`config.mk`:
```
export PLATFORM = sky130hd
export DESIGN_NAME = iclk_ctrl
export DESIGN_NICKNAME = d
export VERILOG_FILES = /design/src/rtl/iclk_pkg.sv /design/src/rtl/iclk_tick_div.sv /design/src/rtl/iclk_startup.sv /design/src/rtl/iclk_ctrl.sv
export SDC_FILE = /design/constraint.sdc
export NUM_CORES = 1
export LEC_CHECK = 0
export BUFFER_PORTS_ARGS = -buffer_cell sky130_fd_sc_hd__buf_4
export CAP_MARGIN = 15
export CORE_MARGIN = 2
export CORE_UTILIZATION = 55
export DETAILED_ROUTE_END_ITERATION = 10
export PLACE_DENSITY = 0.79
export SLEW_MARGIN = 20
export SYNTH_ARGS = -nofsm -noshare
export SYNTH_HDL_FRONTEND = slang
export SYNTH_SLANG_ARGS = --single-unit
```
`constraint.sdc`:
```
create_clock -name clk -period 4.62 [get_ports clk]
set_clock_uncertainty 0.2 [all_clocks]
set_input_delay 0.231 -clock clk [delete_from_list [all_inputs] [get_ports clk]]
set_output_delay 0.231 -clock clk [all_outputs]
set_load 0.005 [all_outputs]
```
`src/rtl/iclk_pkg.sv`:
```
// Package of constants and types for the internal clock select and tune block
package iclk_pkg;

   // ----------------------------------------------------------------
   // Timing
   // ----------------------------------------------------------------
   localparam int CLK_PERIOD_NS = 25;
   localparam int MF_PERIOD_NS = 2000;
   localparam int LF_PERIOD_NS = 32258;
   localparam int WARM_NS = 2000;
   localparam int LOCK_NS = 4000;
   localparam int STABLE_NS = 8000;
   localparam int TRIM_STEP_NS = 1000;
   localparam int MF_DIV_CYC = MF_PERIOD_NS / CLK_PERIOD_NS;
   localparam int LF_DIV_CYC = LF_PERIOD_NS / CLK_PERIOD_NS;
   localparam int WARM_CYC = (WARM_NS + CLK_PERIOD_NS - 1) / CLK_PERIOD_NS;
   localparam int LOCK_CYC = (LOCK_NS + CLK_PERIOD_NS - 1) / CLK_PERIOD_NS;
   localparam int STABLE_CYC = (STABLE_NS + CLK_PERIOD_NS - 1) / CLK_PERIOD_NS;
   localparam int TRIM_STEP_CYC = (TRIM_STEP_NS + CLK_PERIOD_NS - 1) / CLK_PERIOD_NS;

   // ----------------------------------------------------------------
   // Register map and fields
   // ----------------------------------------------------------------
   localparam logic [1:0] ADDR_CTRL = 2'h0;
   localparam logic [1:0] ADDR_STAT = 2'h1;
   localparam logic [1:0] ADDR_TRIM = 2'h2;
   localparam int CTRL_SCS_LSB = 0;
   localparam int CTRL_FSEL_LSB = 3;
   localparam int CTRL_SMULT_BIT = 7;
   localparam logic [3:0] FSEL_RESET = 4'h7;
   localparam logic [1:0] SCS_RESET = 2'h0;
   localparam logic [5:0] TRIM_RESET = 6'h00;
   localparam logic [3:0] FSEL_X4 = 4'hE;
   localparam logic [2:0] CFG_INTERNAL_OSC_BLOCK = 3'h4;
   localparam logic [2:0] CFG_EXT_RC = 3'h3;
   localparam logic [1:0] SCS_CONFIG = 2'h0;
   localparam logic [1:0] SCS_TIMER1 = 2'h1;

   typedef enum logic [1:0] {
      ICLK_SRC_LF = 2'b00,
      ICLK_SRC_MF = 2'b01,
      ICLK_SRC_HF = 2'b10
   } iclk_src_t;

endpackage

```
`src/rtl/iclk_tick_div.sv`:
```
// Programmable tick divider standing in for an oscillator or postscaler
`timescale 1ns/1ps
module iclk_tick_div #(
   parameter int W = 12
) (
   input wire logic clk,
   input wire logic rst,
   input wire logic run,
   input wire logic step,
   input wire logic [W-1:0] period,
   output logic tick
);
   logic [W-1:0] cnt_q;

   // Counts steps; tick is one cycle on the step that ends a period
   always_ff @(posedge clk or posedge rst) begin
      if (rst) begin
         cnt_q <= '0;
      end else if (!run) begin
         cnt_q <= '0;
      end else if (step) begin
         if (cnt_q >= period - W'(1)) begin
            cnt_q <= '0;
         end else begin
            cnt_q <= cnt_q + W'(1);
         end
      end
   end

   assign tick = run && step && (cnt_q >= period - W'(1));
endmodule // iclk_tick_div

```
`src/rtl/iclk_startup.sv`:
```
// Start-up tracker that raises ready, locked and stable in turn
`timescale 1ns/1ps
module iclk_startup #(
   parameter int READY_CYC = 80,
   parameter int LOCK_CYC = 160,
   parameter int STABLE_CYC = 320
) (
   input wire logic clk,
   input wire logic rst,
   input wire logic en,
   output logic ready,
   output logic locked,
   output logic stable
);
   localparam int CW = $clog2(STABLE_CYC + 1);
   logic [CW-1:0] cnt_q;

   // Restarts from zero whenever the source is switched off
   always_ff @(posedge clk or posedge rst) begin
      if (rst) begin
         cnt_q <= '0;
      end else if (!en) begin
         cnt_q <= '0;
      end else if (cnt_q != CW'(STABLE_CYC)) begin
         cnt_q <= cnt_q + CW'(1);
      end
   end

   assign ready = en && (cnt_q >= CW'(READY_CYC));
   assign locked = en && (cnt_q >= CW'(LOCK_CYC));
   assign stable = en && (cnt_q >= CW'(STABLE_CYC));
endmodule // iclk_startup

```
`src/rtl/iclk_ctrl.sv`:
```
// Internal clock source selection, tuning and status block
//
// Decided for this implementation: the address-and-strobe port and the register addresses.
`timescale 1ns/1ps
module iclk_ctrl
   import iclk_pkg::*;
#(
   parameter int MF_DIV = MF_DIV_CYC,
   parameter int LF_DIV = LF_DIV_CYC,
   parameter int WARM = WARM_CYC,
   parameter int LOCK = LOCK_CYC,
   parameter int STABLE = STABLE_CYC,
   parameter int TRIM_STEP = TRIM_STEP_CYC
) (
   input wire logic clk,
   input wire logic rst,
   input wire logic [1:0] reg_addr,
   input wire logic [7:0] reg_wdata,
   input wire logic reg_wr,
   input wire logic reg_rd,
   output logic [7:0] reg_rdata,
   input wire logic [2:0] osc_config_select,
   input wire logic clock_out_enable_cfg,
   input wire logic cfg_multiplier_enable,
   input wire logic lf_demand,
   input wire logic ext_clk_tick,
   input wire logic t1_clk_tick,
   input wire logic osc_output_pin_i,
   output logic osc_output_pin_o,
   output logic osc_output_pin_oe_n,
   input wire logic gpio2_out,
   input wire logic gpio2_oe_n,
   output logic gpio2_in,
   output logic osc_input_pin_released,
   output logic lf_clk_tick,
   output logic sys_clk_tick,
   output logic x4_engaged,
   output logic [5:0] trim_applied
);

   // ----------------------------------------------------------------
   // Decoding helpers
   // ----------------------------------------------------------------
   function automatic iclk_src_t src_of(input logic [3:0] code);
      if (code[3:1] == 3'h0) begin
         src_of = ICLK_SRC_LF;
      end else if (code == 4'h2 || (code >= 4'h4 && code <= 4'h7)) begin
         src_of = ICLK_SRC_MF;
      end else begin
         src_of = ICLK_SRC_HF;
      end
   endfunction

   // Postscaler as a power of two below the chosen source
   function automatic logic [3:0] shift_of(input logic [3:0] code);
      if (code[3:1] == 3'h0) begin
         shift_of = 4'h0;
      end else if (code == 4'h2) begin
         shift_of = 4'h4;
      end else if (code == 4'h3) begin
         shift_of = 4'h9;
      end else if (code <= 4'h7) begin
         shift_of = 4'h7 - code;
      end else begin
         shift_of = 4'hF - code;
      end
   endfunction

   // ----------------------------------------------------------------
   // Registers
   // ----------------------------------------------------------------
   logic [3:0] fsel_q;
   logic [1:0] scs_q;
   logic smult_q;
   logic [5:0] trim_q;
   logic [5:0] trim_app_q;
   logic [$clog2(TRIM_STEP + 1)-1:0] trim_cnt_q;
   logic [7:0] rdata_q;
   logic [7:0] status;
   logic hf_ready, hf_locked, hf_stable, mf_ready, lf_ready;

   always_ff @(posedge clk or posedge rst) begin
      if (rst) begin
         fsel_q <= FSEL_RESET;
         scs_q <= SCS_RESET;
         smult_q <= 1'b0;
      end else if (reg_wr && reg_addr == ADDR_CTRL) begin
         fsel_q <= reg_wdata[CTRL_FSEL_LSB +: 4];
         scs_q <= reg_wdata[CTRL_SCS_LSB +: 2];
         smult_q <= reg_wdata[CTRL_SMULT_BIT];
      end
   end

   always_ff @(posedge clk or posedge rst) begin
      if (rst) begin
         trim_q <= TRIM_RESET;
      end else if (reg_wr && reg_addr == ADDR_TRIM) begin
         trim_q <= reg_wdata[5:0];
      end
   end

   // Applied trim walks one step at a time toward the written value
   always_ff @(posedge clk or posedge rst) begin
      if (rst) begin
         trim_app_q <= TRIM_RESET;
         trim_cnt_q <= '0;
      end else if (trim_app_q == trim_q) begin
         trim_cnt_q <= '0;
      end else if (trim_cnt_q == ($bits(trim_cnt_q))'(TRIM_STEP - 1)) begin
         trim_cnt_q <= '0;
         if ($signed(trim_q) > $signed(trim_app_q)) begin
            trim_app_q <= trim_app_q + 6'h01;
         end else begin
            trim_app_q <= trim_app_q - 6'h01;
         end
      end else begin
         trim_cnt_q <= trim_cnt_q + 1'b1;
      end
   end

   assign status = {2'h0, x4_engaged, hf_ready, hf_locked, mf_ready, lf_ready, hf_stable};

   // No status bit reports the trim walk; software cannot see it finish
   always_ff @(posedge clk or posedge rst) begin
      if (rst) begin
         rdata_q <= 8'h00;
      end else if (reg_rd) begin
         unique case (reg_addr)
            ADDR_CTRL: rdata_q <= {smult_q, fsel_q, 1'b0, scs_q};
            ADDR_STAT: rdata_q <= status;
            ADDR_TRIM: rdata_q <= {2'h0, trim_q};
            default: rdata_q <= 8'h00;
         endcase
      end else begin
         rdata_q <= 8'h00;
      end
   end

   assign reg_rdata = rdata_q;

   // ----------------------------------------------------------------
   // Source enables and start-up
   // ----------------------------------------------------------------
   logic internal_osc_block_cfg, int_path, hf_en, mf_en, lf_en, mf_run;
   iclk_src_t req_src;

   assign internal_osc_block_cfg = (osc_config_select == CFG_INTERNAL_OSC_BLOCK);
   assign int_path = internal_osc_block_cfg || scs_q[1];
   assign req_src = src_of(fsel_q);
   assign hf_en = (req_src == ICLK_SRC_HF) && int_path;
   assign mf_en = (req_src == ICLK_SRC_MF) && int_path;
   // The medium oscillator also feeds the lock loop, so it runs under the high source
   assign mf_run = mf_en || hf_en;
   assign lf_en = ((req_src == ICLK_SRC_LF) && int_path) || lf_demand;

   logic mf_base_ready;

   iclk_startup #(.READY_CYC(WARM), .LOCK_CYC(WARM), .STABLE_CYC(WARM)) u_mf_start (
      .clk(clk),
      .rst(rst),
      .en(mf_run),
      .ready(mf_base_ready),
      .locked(),
      .stable()
   );

   // Lock loop only starts once its medium reference is up
   iclk_startup #(.READY_CYC(WARM), .LOCK_CYC(LOCK), .STABLE_CYC(STABLE)) u_hf_start (
      .clk(clk),
      .rst(rst),
      .en(hf_en && mf_base_ready),
      .ready(hf_ready),
      .locked(hf_locked),
      .stable(hf_stable)
   );

   iclk_startup #(.READY_CYC(WARM), .LOCK_CYC(WARM), .STABLE_CYC(WARM)) u_lf_start (
      .clk(clk),
      .rst(rst),
      .en(lf_en),
      .ready(lf_ready),
      .locked(),
      .stable()
   );

   assign mf_ready = mf_en && mf_base_ready;

   // ----------------------------------------------------------------
   // Oscillator stand-ins
   // ----------------------------------------------------------------
   logic mf_tick, hf_tick;
   logic [11:0] mf_period;

   // Positive trim shortens the base period; the low source never sees it
   assign mf_period = 12'(MF_DIV) - {{6{trim_app_q[5]}}, trim_app_q};
   assign trim_applied = trim_app_q;

   iclk_tick_div #(.W(12)) u_mf_osc (
      .clk(clk),
      .rst(rst),
      .run(mf_base_ready),
      .step(1'b1),
      .period(mf_period),
      .tick(mf_tick)
   );

   // High source rate exceeds the model clock, so it ticks every cycle
   assign hf_tick = hf_ready;

   iclk_tick_div #(.W(12)) u_lf_osc (
      .clk(clk),
      .rst(rst),
      .run(lf_ready),
      .step(1'b1),
      .period(12'(LF_DIV)),
      .tick(lf_clk_tick)
   );

   // ----------------------------------------------------------------
   // Source switch and postscaler
   // ----------------------------------------------------------------
   iclk_src_t cur_src_q;
   logic [3:0] cur_shift_q;
   logic tgt_ready, src_tick, int_tick, mult_on;
   logic [11:0] post_period;

   always_comb begin
      unique case (req_src)
         ICLK_SRC_LF: tgt_ready = lf_ready;
         ICLK_SRC_MF: tgt_ready = mf_ready;
         ICLK_SRC_HF: tgt_ready = hf_ready;
         default: tgt_ready = 1'b0;
      endcase
   end

   // Same-source code changes take effect at once; a new source waits for ready
   always_ff @(posedge clk or posedge rst) begin
      if (rst) begin
         cur_src_q <= ICLK_SRC_MF;
         cur_shift_q <= 4'h0;
      end else if (req_src == cur_src_q) begin
         cur_shift_q <= shift_of(fsel_q);
      end else if (tgt_ready) begin
         cur_src_q <= req_src;
         cur_shift_q <= shift_of(fsel_q);
      end
   end

   always_comb begin
      unique case (cur_src_q)
         ICLK_SRC_LF: src_tick = lf_clk_tick;
         ICLK_SRC_MF: src_tick = mf_tick;
         ICLK_SRC_HF: src_tick = hf_tick;
         default: src_tick = 1'b0;
      endcase
   end

   assign mult_on = cfg_multiplier_enable || smult_q;
   // x4 only with config 100, select 00 and code 1110
   assign x4_engaged = mult_on && internal_osc_block_cfg && (scs_q == SCS_CONFIG)
                       && (fsel_q == FSEL_X4) && hf_ready;
   // Configured multiplier removes plain 8 MHz: the code then runs undivided
   assign post_period = (x4_engaged || (cfg_multiplier_enable && fsel_q == FSEL_X4))
                        ? 12'h001 : (12'h001 << cur_shift_q);

   iclk_tick_div #(.W(12)) u_post (
      .clk(clk),
      .rst(rst),
      .run(1'b1),
      .step(src_tick),
      .period(post_period),
      .tick(int_tick)
   );

   always_comb begin
      if (scs_q[1]) begin
         sys_clk_tick = int_tick;
      end else if (scs_q == SCS_TIMER1) begin
         sys_clk_tick = t1_clk_tick;
      end else if (internal_osc_block_cfg) begin
         sys_clk_tick = int_tick;
      end else begin
         sys_clk_tick = ext_clk_tick;
      end
   end

   // ----------------------------------------------------------------
   // Oscillator pins
   // ----------------------------------------------------------------
   logic clkout_q, pin_free, clkout_mode;

   // Clock output toggles on each system tick, a half-rate view of it
   always_ff @(posedge clk or posedge rst) begin
      if (rst) begin
         clkout_q <= 1'b0;
      end else if (sys_clk_tick) begin
         clkout_q <= ~clkout_q;
      end
   end

   assign pin_free = internal_osc_block_cfg || (osc_config_select == CFG_EXT_RC);
   assign clkout_mode = pin_free && clock_out_enable_cfg;
   assign osc_output_pin_o = clkout_mode ? clkout_q : gpio2_out;
   assign osc_output_pin_oe_n = clkout_mode ? 1'b0 : (pin_free ? gpio2_oe_n : 1'b1);
   assign gpio2_in = (pin_free && !clock_out_enable_cfg) ? osc_output_pin_i : 1'b0;
   assign osc_input_pin_released = internal_osc_block_cfg;

   // ----------------------------------------------------------------
   // Checks
   // ----------------------------------------------------------------
   AST_HF_ENABLE: assert property (@(posedge clk) disable iff (rst)
      hf_ready |-> (req_src == ICLK_SRC_HF) && int_path)
      else $error("high source ready while not enabled");

   AST_HF_NEEDS_MF: assert property (@(posedge clk) disable iff (rst)
      hf_ready |-> mf_base_ready)
      else $error("high source running without medium reference");

   AST_FLAG_ORDER: assert property (@(posedge clk) disable iff (rst)
      hf_stable |-> hf_locked && hf_ready)
      else $error("stable flag ahead of locked or ready");

   AST_FLAG_OFF: assert property (@(posedge clk) disable iff (rst)
      $rose(mf_run) |-> !mf_base_ready)
      else $error("medium ready at once on restart");

   AST_LF_READY: assert property (@(posedge clk) disable iff (rst)
      $rose(lf_en) |-> !lf_ready [*8])
      else $error("low ready rose without warm-up");

   AST_TRIM_STEP: assert property (@(posedge clk) disable iff (rst)
      (trim_app_q != $past(trim_app_q)) |->
         (trim_app_q - $past(trim_app_q) == 6'h01) || ($past(trim_app_q) - trim_app_q == 6'h01))
      else $error("trim moved by more than one step");

   AST_TRIM_WRITE_SLOW: assert property (@(posedge clk) disable iff (rst)
      (reg_wr && reg_addr == ADDR_TRIM && reg_wdata[5:0] != trim_app_q
       && trim_app_q == trim_q) |=>
         $stable(trim_app_q))
      else $error("trim applied at once");

   AST_X4_SCS: assert property (@(posedge clk) disable iff (rst)
      scs_q[1] |-> !x4_engaged)
      else $error("multiplier engaged with select 1x");

   AST_CFG_MULT: assert property (@(posedge clk) disable iff (rst)
      (cfg_multiplier_enable && internal_osc_block_cfg && scs_q == SCS_CONFIG && fsel_q == FSEL_X4
       && hf_ready) |-> x4_engaged)
      else $error("configured multiplier not forced on");

   AST_SAME_SRC: assert property (@(posedge clk) disable iff (rst)
      (req_src == cur_src_q) |=> (cur_shift_q == $past(shift_of(fsel_q))))
      else $error("same-source change not taken in one cycle");

   AST_RDATA: assert property (@(posedge clk) disable iff (rst)
      (reg_rd && reg_addr == ADDR_CTRL) |=> reg_rdata[6:3] == $past(fsel_q))
      else $error("control read does not show frequency select");

   AST_PIN_GPIO: assert property (@(posedge clk) disable iff (rst)
      (pin_free && !clock_out_enable_cfg) |-> osc_output_pin_oe_n == gpio2_oe_n)
      else $error("second pin not handed to general I/O");

endmodule // iclk_ctrl

```
---- Word-level counts from Yosys, hierarchy flattened ----
Cells that the tools add are included.
operators by class
  reduce and logical (&&, ||, !) cells .... 39
  $add $sub $neg .......................... 14
  shifts and indexed selects .............. 1
  equality and inequality tests ........... 21
  $lt $le $gt $ge ......................... 11
  bitwise operators ....................... 3
  mux-type cells .......................... 34
operators by type and width
  kind                   count
  $mux 12                6
  $add 12x1->12 const B  3
  $mux 7                 4
  $ge 12x12->1           2
  $mux 4                 6
  $pmux 8 s3             1
  $logic_and 1x1->1      23
  $mux 6                 3
  $mux 9                 2
  $add 7x1->7 const B    2
  $ge 7x7->1 const B     2
  $ne 7x7->1 const B     2
  $add 6x1->6 const B    2
  $ge 12x11->1 const B   1
  $shl 1x4->12 const A   1
  $sub 12x1->12 const B  1
  $sub 9x2->10 const B   1
  $add 9x1->9 const B    1
  $ge 9x7->1 const B     1
  $ge 9x8->1 const B     1
  $ge 9x9->1 const B     1
  $ne 9x9->1 const B     1
  $sub 8x6->9 const A    1
  $eq 2x1->1 const B     4
  26 further kinds       51
storage, ports and cells
  word-level logic and storage cells ...... 139
  register bits ........................... 99
  output and inout bits ................... 21

---- Longest topological paths before layout ----
  depth after elaboration ................. 20
  gate-level depth with buffers ........... 20
  mapped depth without buffers ............ 17

---- Cells and area by module ----
Synthesis repeated with hierarchy kept, for this count alone.
unflattened totals
  cell total of the unflattened synthesis .. 832
  area total of the unflattened synthesis .. 7487.2 µm²
by module, submodules not included
  module                         instances  seq. area each (µm²)  area an instance (µm²)  cells each
  iclk_tick_div                  3          300.3                 1232.4                  146
  iclk_ctrl                      1          1006.0                2461.1                  253
  iclk_startup (u_lf_start ...)  2          175.2                 412.9                   44
  iclk_startup (u_hf_start)      1          225.2                 503.0                   53

---- Least setup slack after synthesis ----
Ideal clock, no wire load.
  path kind ............................... flip-flop to flip-flop
  start point ............................. reg fsel_q[2]
  end point ............................... reg u_post.cnt_q[5]
  slack ................................... 0.208 ns
  arrival ................................. 4.090 ns
  library setup time ...................... 0.122 ns
  clock period less this slack ............ 4.412 ns
  stages on the path, launching flop included .. 18
  cell sequence ........................... dfstp_2 and3b_1 o221ai_2 nor2_2 a22oi_2 nand3_1 ha_1 buf_1 or2_2 o41ai_1 a21oi_1 ha_1 nand4_1 o31a_1 a21oi_1 clkbuf_1 o211ai_1 a32o_1
on the way
  cells in the longest elaborated chain, start to end .. 17
  elaborated cells between the ends (all ways) .. 32
  those cells by class .................... 1 x add/sub; 3 x order compare; 4 x eq/ne; 5 x mux; 19 x reduce/logical
ends and longest elaborated chain
  item                                             line                                text
  start, declared                                  iclk_ctrl.sv:72                     logic [3:0] fsel_q;
  start signal, assigned                           iclk_ctrl.sv:88                     fsel_q <= reg_wdata[CTRL_FSEL_LSB +: 4];
  $ge 4x3->1 / $le 4x3->1 (equally long branches)  iclk_ctrl.sv:47                     end else if (code == 4'h2 || (code >= 4'h4 && code <= 4'h7)) begin
  $logic_and 1x1->1                                iclk_ctrl.sv:47
  $logic_or 1x1->1                                 iclk_ctrl.sv:47
  $mux 2                                           iclk_ctrl.sv:47
  $mux 2                                           iclk_ctrl.sv:45                     if (code[3:1] == 3'h0) begin
  $eq 2x1->1 / $eq 2x2->1 (equally long branches)  iclk_ctrl.sv:151, iclk_ctrl.sv:150
  $logic_and 1x1->1, on equally long branches      iclk_ctrl.sv:151, iclk_ctrl.sv:150
  $logic_or 1x1->1                                 iclk_ctrl.sv:153                    assign mf_run = mf_en || hf_en;
  $logic_and 1x1->1                                iclk_startup.sv:29                  assign ready = en && (cnt_q >= CW'(READY_CYC));
  $logic_and 1x1->1                                iclk_ctrl.sv:171                    .en(hf_en && mf_base_ready),
  $logic_and 1x1->1                                iclk_startup.sv:29
  $logic_and 1x1->1                                iclk_ctrl.sv:261                    && (fsel_q == FSEL_X4) && hf_ready;
  $logic_or 1x1->1                                 iclk_ctrl.sv:263                    assign post_period = (x4_engaged || (cfg_multiplier_enable && fsel_q == FSEL_X4))
  $mux 12                                          iclk_ctrl.sv:264                    ? 12'h001 : (12'h001 << cur_shift_q);
  $sub 12x1->12                                    iclk_tick_div.sv:22                 if (cnt_q >= period - W'(1)) begin
  $ge 12x12->1                                     iclk_tick_div.sv:22
  $mux 12                                          iclk_tick_div.sv:22
  end signal, assigned                             iclk_tick_div.sv:25                 cnt_q <= cnt_q + W'(1);
  end, declared                                    iclk_tick_div.sv:13                 logic [W-1:0] cnt_q;
Parallel ways exist; a longest one is shown, timed or not.
A chain may end at the register's enable or synchronous reset.

---- Worst setup path in the final report ----
  start point ............................. reg u_hf_start.cnt_q[5]
  end point ............................... out sys_clk_tick
on the way
  cells in the longest elaborated chain, start to end .. 11
  elaborated cells between the ends (all ways) .. 12
  those cells by class .................... 1 x add/sub; 2 x order compare; 5 x mux; 4 x reduce/logical
ends and longest elaborated chain
  item                    line                 text
  start, declared         iclk_startup.sv:16   logic [CW-1:0] cnt_q;
  start signal, assigned  iclk_startup.sv:25   cnt_q <= cnt_q + CW'(1);
  $ge 9x7->1 (*)          iclk_startup.sv:29
  $logic_and 1x1->1 (*)   iclk_startup.sv:29
  $logic_and 1x1->1       iclk_ctrl.sv:261
  $logic_or 1x1->1        iclk_ctrl.sv:263
  $mux 12                 iclk_ctrl.sv:264
  $sub 12x1->12           iclk_tick_div.sv:30  assign tick = run && step && (cnt_q >= period - W'(1));
  $ge 12x12->1            iclk_tick_div.sv:30
  $logic_and 1x1->1 (*)   iclk_tick_div.sv:30
  $mux 1                  iclk_ctrl.sv:280     end else if (internal_osc_block_cfg) begin
  $mux 1                  iclk_ctrl.sv:278     end else if (scs_q == SCS_TIMER1) begin
  $mux 1 (*)              iclk_ctrl.sv:276     if (scs_q[1]) begin
  end, declared           iclk_ctrl.sv:36      output logic sys_clk_tick,
Mark *: on every way between the ends. The rest lies on a longest branch, timed or not.

==> results.json <==
{
  "status": "finished clean",
  "final_cell_mix": "dfrtp_1 (95), nor2_1 (86), buf_4 (62), ha_1 (41), nand3_1 (39)",
  "power.leakage_nw": 3.16,
  "firstDrtPassIters": 5,
  "vias": 4854,
  "drt_iter0_drc": 435,
  "fmax_mhz": 226,
  "layout-drive-gt1-share": 0.186,
  "die_y_um": 108,
  "final_nets": 759,
  "required_ns": 4.19,
  "drv_slew": 0,
  "power_per_cell_area_nw_per_um2": 406,
  "die_area_um2": 11700,
  "ant_nets": 0,
  "dpl.hpwl_um": 9590,
  "io_buffers": 45,
  "synth_cells": 616,
  "yosys_warnings": 0,
  "cts_buffer_depth": 2,
  "synth-seq-cells": 99,
  "slew_headroom": 0.336,
  "cts_tree": "built",
  "viasPerCell": 5.81,
  "worst_pin_slew_ns": 0.997,
  "fin_crit_ns": 4.42,
  "seq_area_frac_synth": 0.417,
  "antenna_found_initial": 0,
  "postSynthAreaPerCell_um2": 9.67,
  "ys_types": 74,
  "routed_wirelength_um": 13300,
  "min_path_type": "primary input to register",
  "p_total_mw": 2.84,
  "gr-total-overflow": 0,
  "clockRootBuffer": "clkbuf_8",
  "final_common_cell": "dfrtp_1",
  "critical_path_arrival_ns": 3.99,
  "syn2layout_area_growth_pct": 17.5,
  "wire_per_inst_um": 16.0,
  "grt_start_max_net_pins": 58,
  "synth_edf_count": 0,
  "clock-sinks": 99,
  "syn_area_um2": 5960,
  "n_antenna_cell": 0,
  "period_share": 0.957,
  "track_usage": 0.244,
  "die_x_um": 108,
  "clk_pin_slew_worst_paths_ns": 0.09,
  "cp-start-kind": "register",
  "critical_path_class": "register to primary output",
  "fin_util": 0.654,
  "insertion_delay_ns": 0.38,
  "crit_path_end_kind": "primary output",
  "hold_ws_ns": 0.0344,
  "maxCapViolations": 0,
  "rows": 38,
  "core-area_um2": 10700,
  "multi_input_area_um2": 3400,
  "grt_pass1_vias": 4690,
  "grt_pass1_wl_um": 22200,
  "cts-htree-levels": 3,
  "io_pins": 46,
  "drc_errors": 0,
  "vdd_drop_max_uv": 303,
  "crit_fanout": 9,
  "async_flop_share": 1.00,
  "cts_buffers": 9,
  "start_util": 0.557,
  "hold_viol_final": 0,
  "setup_violations": 0,
  "place_congestion": 0.935,
  "regArea_um2": 2480,
  "n_fill_cell": 841,
  "ys.flop_type": "dfrtp_1"
}
-- kinds of logic (layout without fill, tap and decap cells) --
group           after synthesis  in the layout  share of synthesized area
other cells                   1              5                   0.000629
xor+xnor                     42             42                     0.0617
simple gates                236            236                      0.197
mux                          27             27                     0.0496
buf+inv                      46            121                     0.0325
flops                        99             99                      0.417
fa+ha+maj                    44             44                     0.0937
compound gates              121            121                      0.149
-- cell type report --
cell class	instances	share of cell area
Clock buffer	11	0.0202
Clock inverter	5	0.0156
Inverter	33	0.0186
Multi-Input combinational cell	475	0.485
Sequential cell	99	0.355
Tap cell	140	0.0250
Timing Repair Buffer	72	0.0808
-- flip-flops by register name, summed over array words and instances (netlist names) --
signal	count
trim_applied	6
u_mf_osc.cnt_q	12
u_lf_start.cnt_q	7
scs_q	2
u_hf_start.cnt_q	9
reg_rdata	8
u_post.cnt_q	12
u_lf_osc.cnt_q	12
clkout_q	1
trim_cnt_q	6
trim_q	6
fsel_q	4
u_mf_start.cnt_q	7
cur_src_q	2
cur_shift_q	4
smult_q	1
-- worst max-delay path, stage by stage, from the launching register on --
cell and delay [ns]:
dfrtp_1 0.43, or2_4 0.28, a211oi_4 0.34, nor2_4 0.09, a22o_4 0.25, a21oi_4 0.12, ha_2 0.20, buf_4 0.16
nand2_1 0.12, o31ai_4 0.09, a311oi_2 0.14, ha_2 0.23, a211o_1 0.28, a21oi_2 0.11, o31a_1 0.17, a21oi_1 0.07
buf_4 0.14, a31oi_1 0.17, nor2_1 0.08, buf_4 0.14
-- metrics by stage --
stage	cell area, um^2	TNS, ns	setup slack [ns]	instances
6_report	7000	0	0.197	835
3_3_place_gp	6470	0	0.356	798
2_1_floorplan	5970	0	0.208	620
3_5_place_dp	6470	0	0.187	798
5_1_grt	7000	-0.00950	-0.00950	835
4_1_cts	6870	0	0.0117	829
-- timing repair --
action	CTS	global route
setup endpoints to repair	1	1
hold buffers	10	0
pin swaps	1	6
gates resized for setup	3	16
setup buffers	5	6
hold endpoints to repair	73	0
-- synthesized netlist by cell type, types with 8 or more instances --
master / instances / area share
inv_1: 32 / 0.020
dfrtp_1: 95 / 0.40
nor2_1: 86 / 0.054
nand3_1: 39 / 0.033
o21ai_0: 24 / 0.020
clkbuf_1: 8 / 0.0050
ha_1: 43 / 0.090
a21oi_1: 19 / 0.016
o211ai_1: 10 / 0.013
nor3_1: 8 / 0.0067
xor2_1: 24 / 0.035
nand2b_1: 8 / 0.0084
o2bb2ai_1: 8 / 0.012
and2_1: 9 / 0.0094
and3_1: 14 / 0.015
mux2_2: 17 / 0.032
xnor2_1: 18 / 0.026
nand2_1: 34 / 0.021
-- metal layers --
metal	wire (um)	vias up	share of wire	global-route usage
li1	-	2332	-	-
met1	6050	2361	0.45	0.314
met2	6370	131	0.48	0.403
met3	588	30	0.044	0.0585
met4	333	0	0.025	0.0879
met5	0	-	0	0
-- power breakdown --
group          switching, mW  internal, mW  total (mW)  leakage, nW
sequential             0.152         0.975        1.13         1.30
clock                  0.310         0.379       0.688        0.122
combinational          0.534         0.492        1.03         1.74
-- worst paths after layout --
kind | startpoint | endpoint | slack (ns) | cells after the start
max | u_hf_start.cnt_q[5] | sys_clk_tick | 0.20 | 19
max in group asynchronous | rst | u_mf_osc.cnt_q[5] | 2.73 | 4
min | reg_addr[1] | reg_rdata[7] | 0.03 | 3
min reg2reg | trim_cnt_q[0] | trim_cnt_q[0] | 0.26 | 1
min in group asynchronous | rst | reg_rdata[5] | 0.40 | 3
max reg2reg | u_hf_start.cnt_q[5] | u_post.cnt_q[0] | 0.60 | 18
Power figures use the tool's default switching activity.
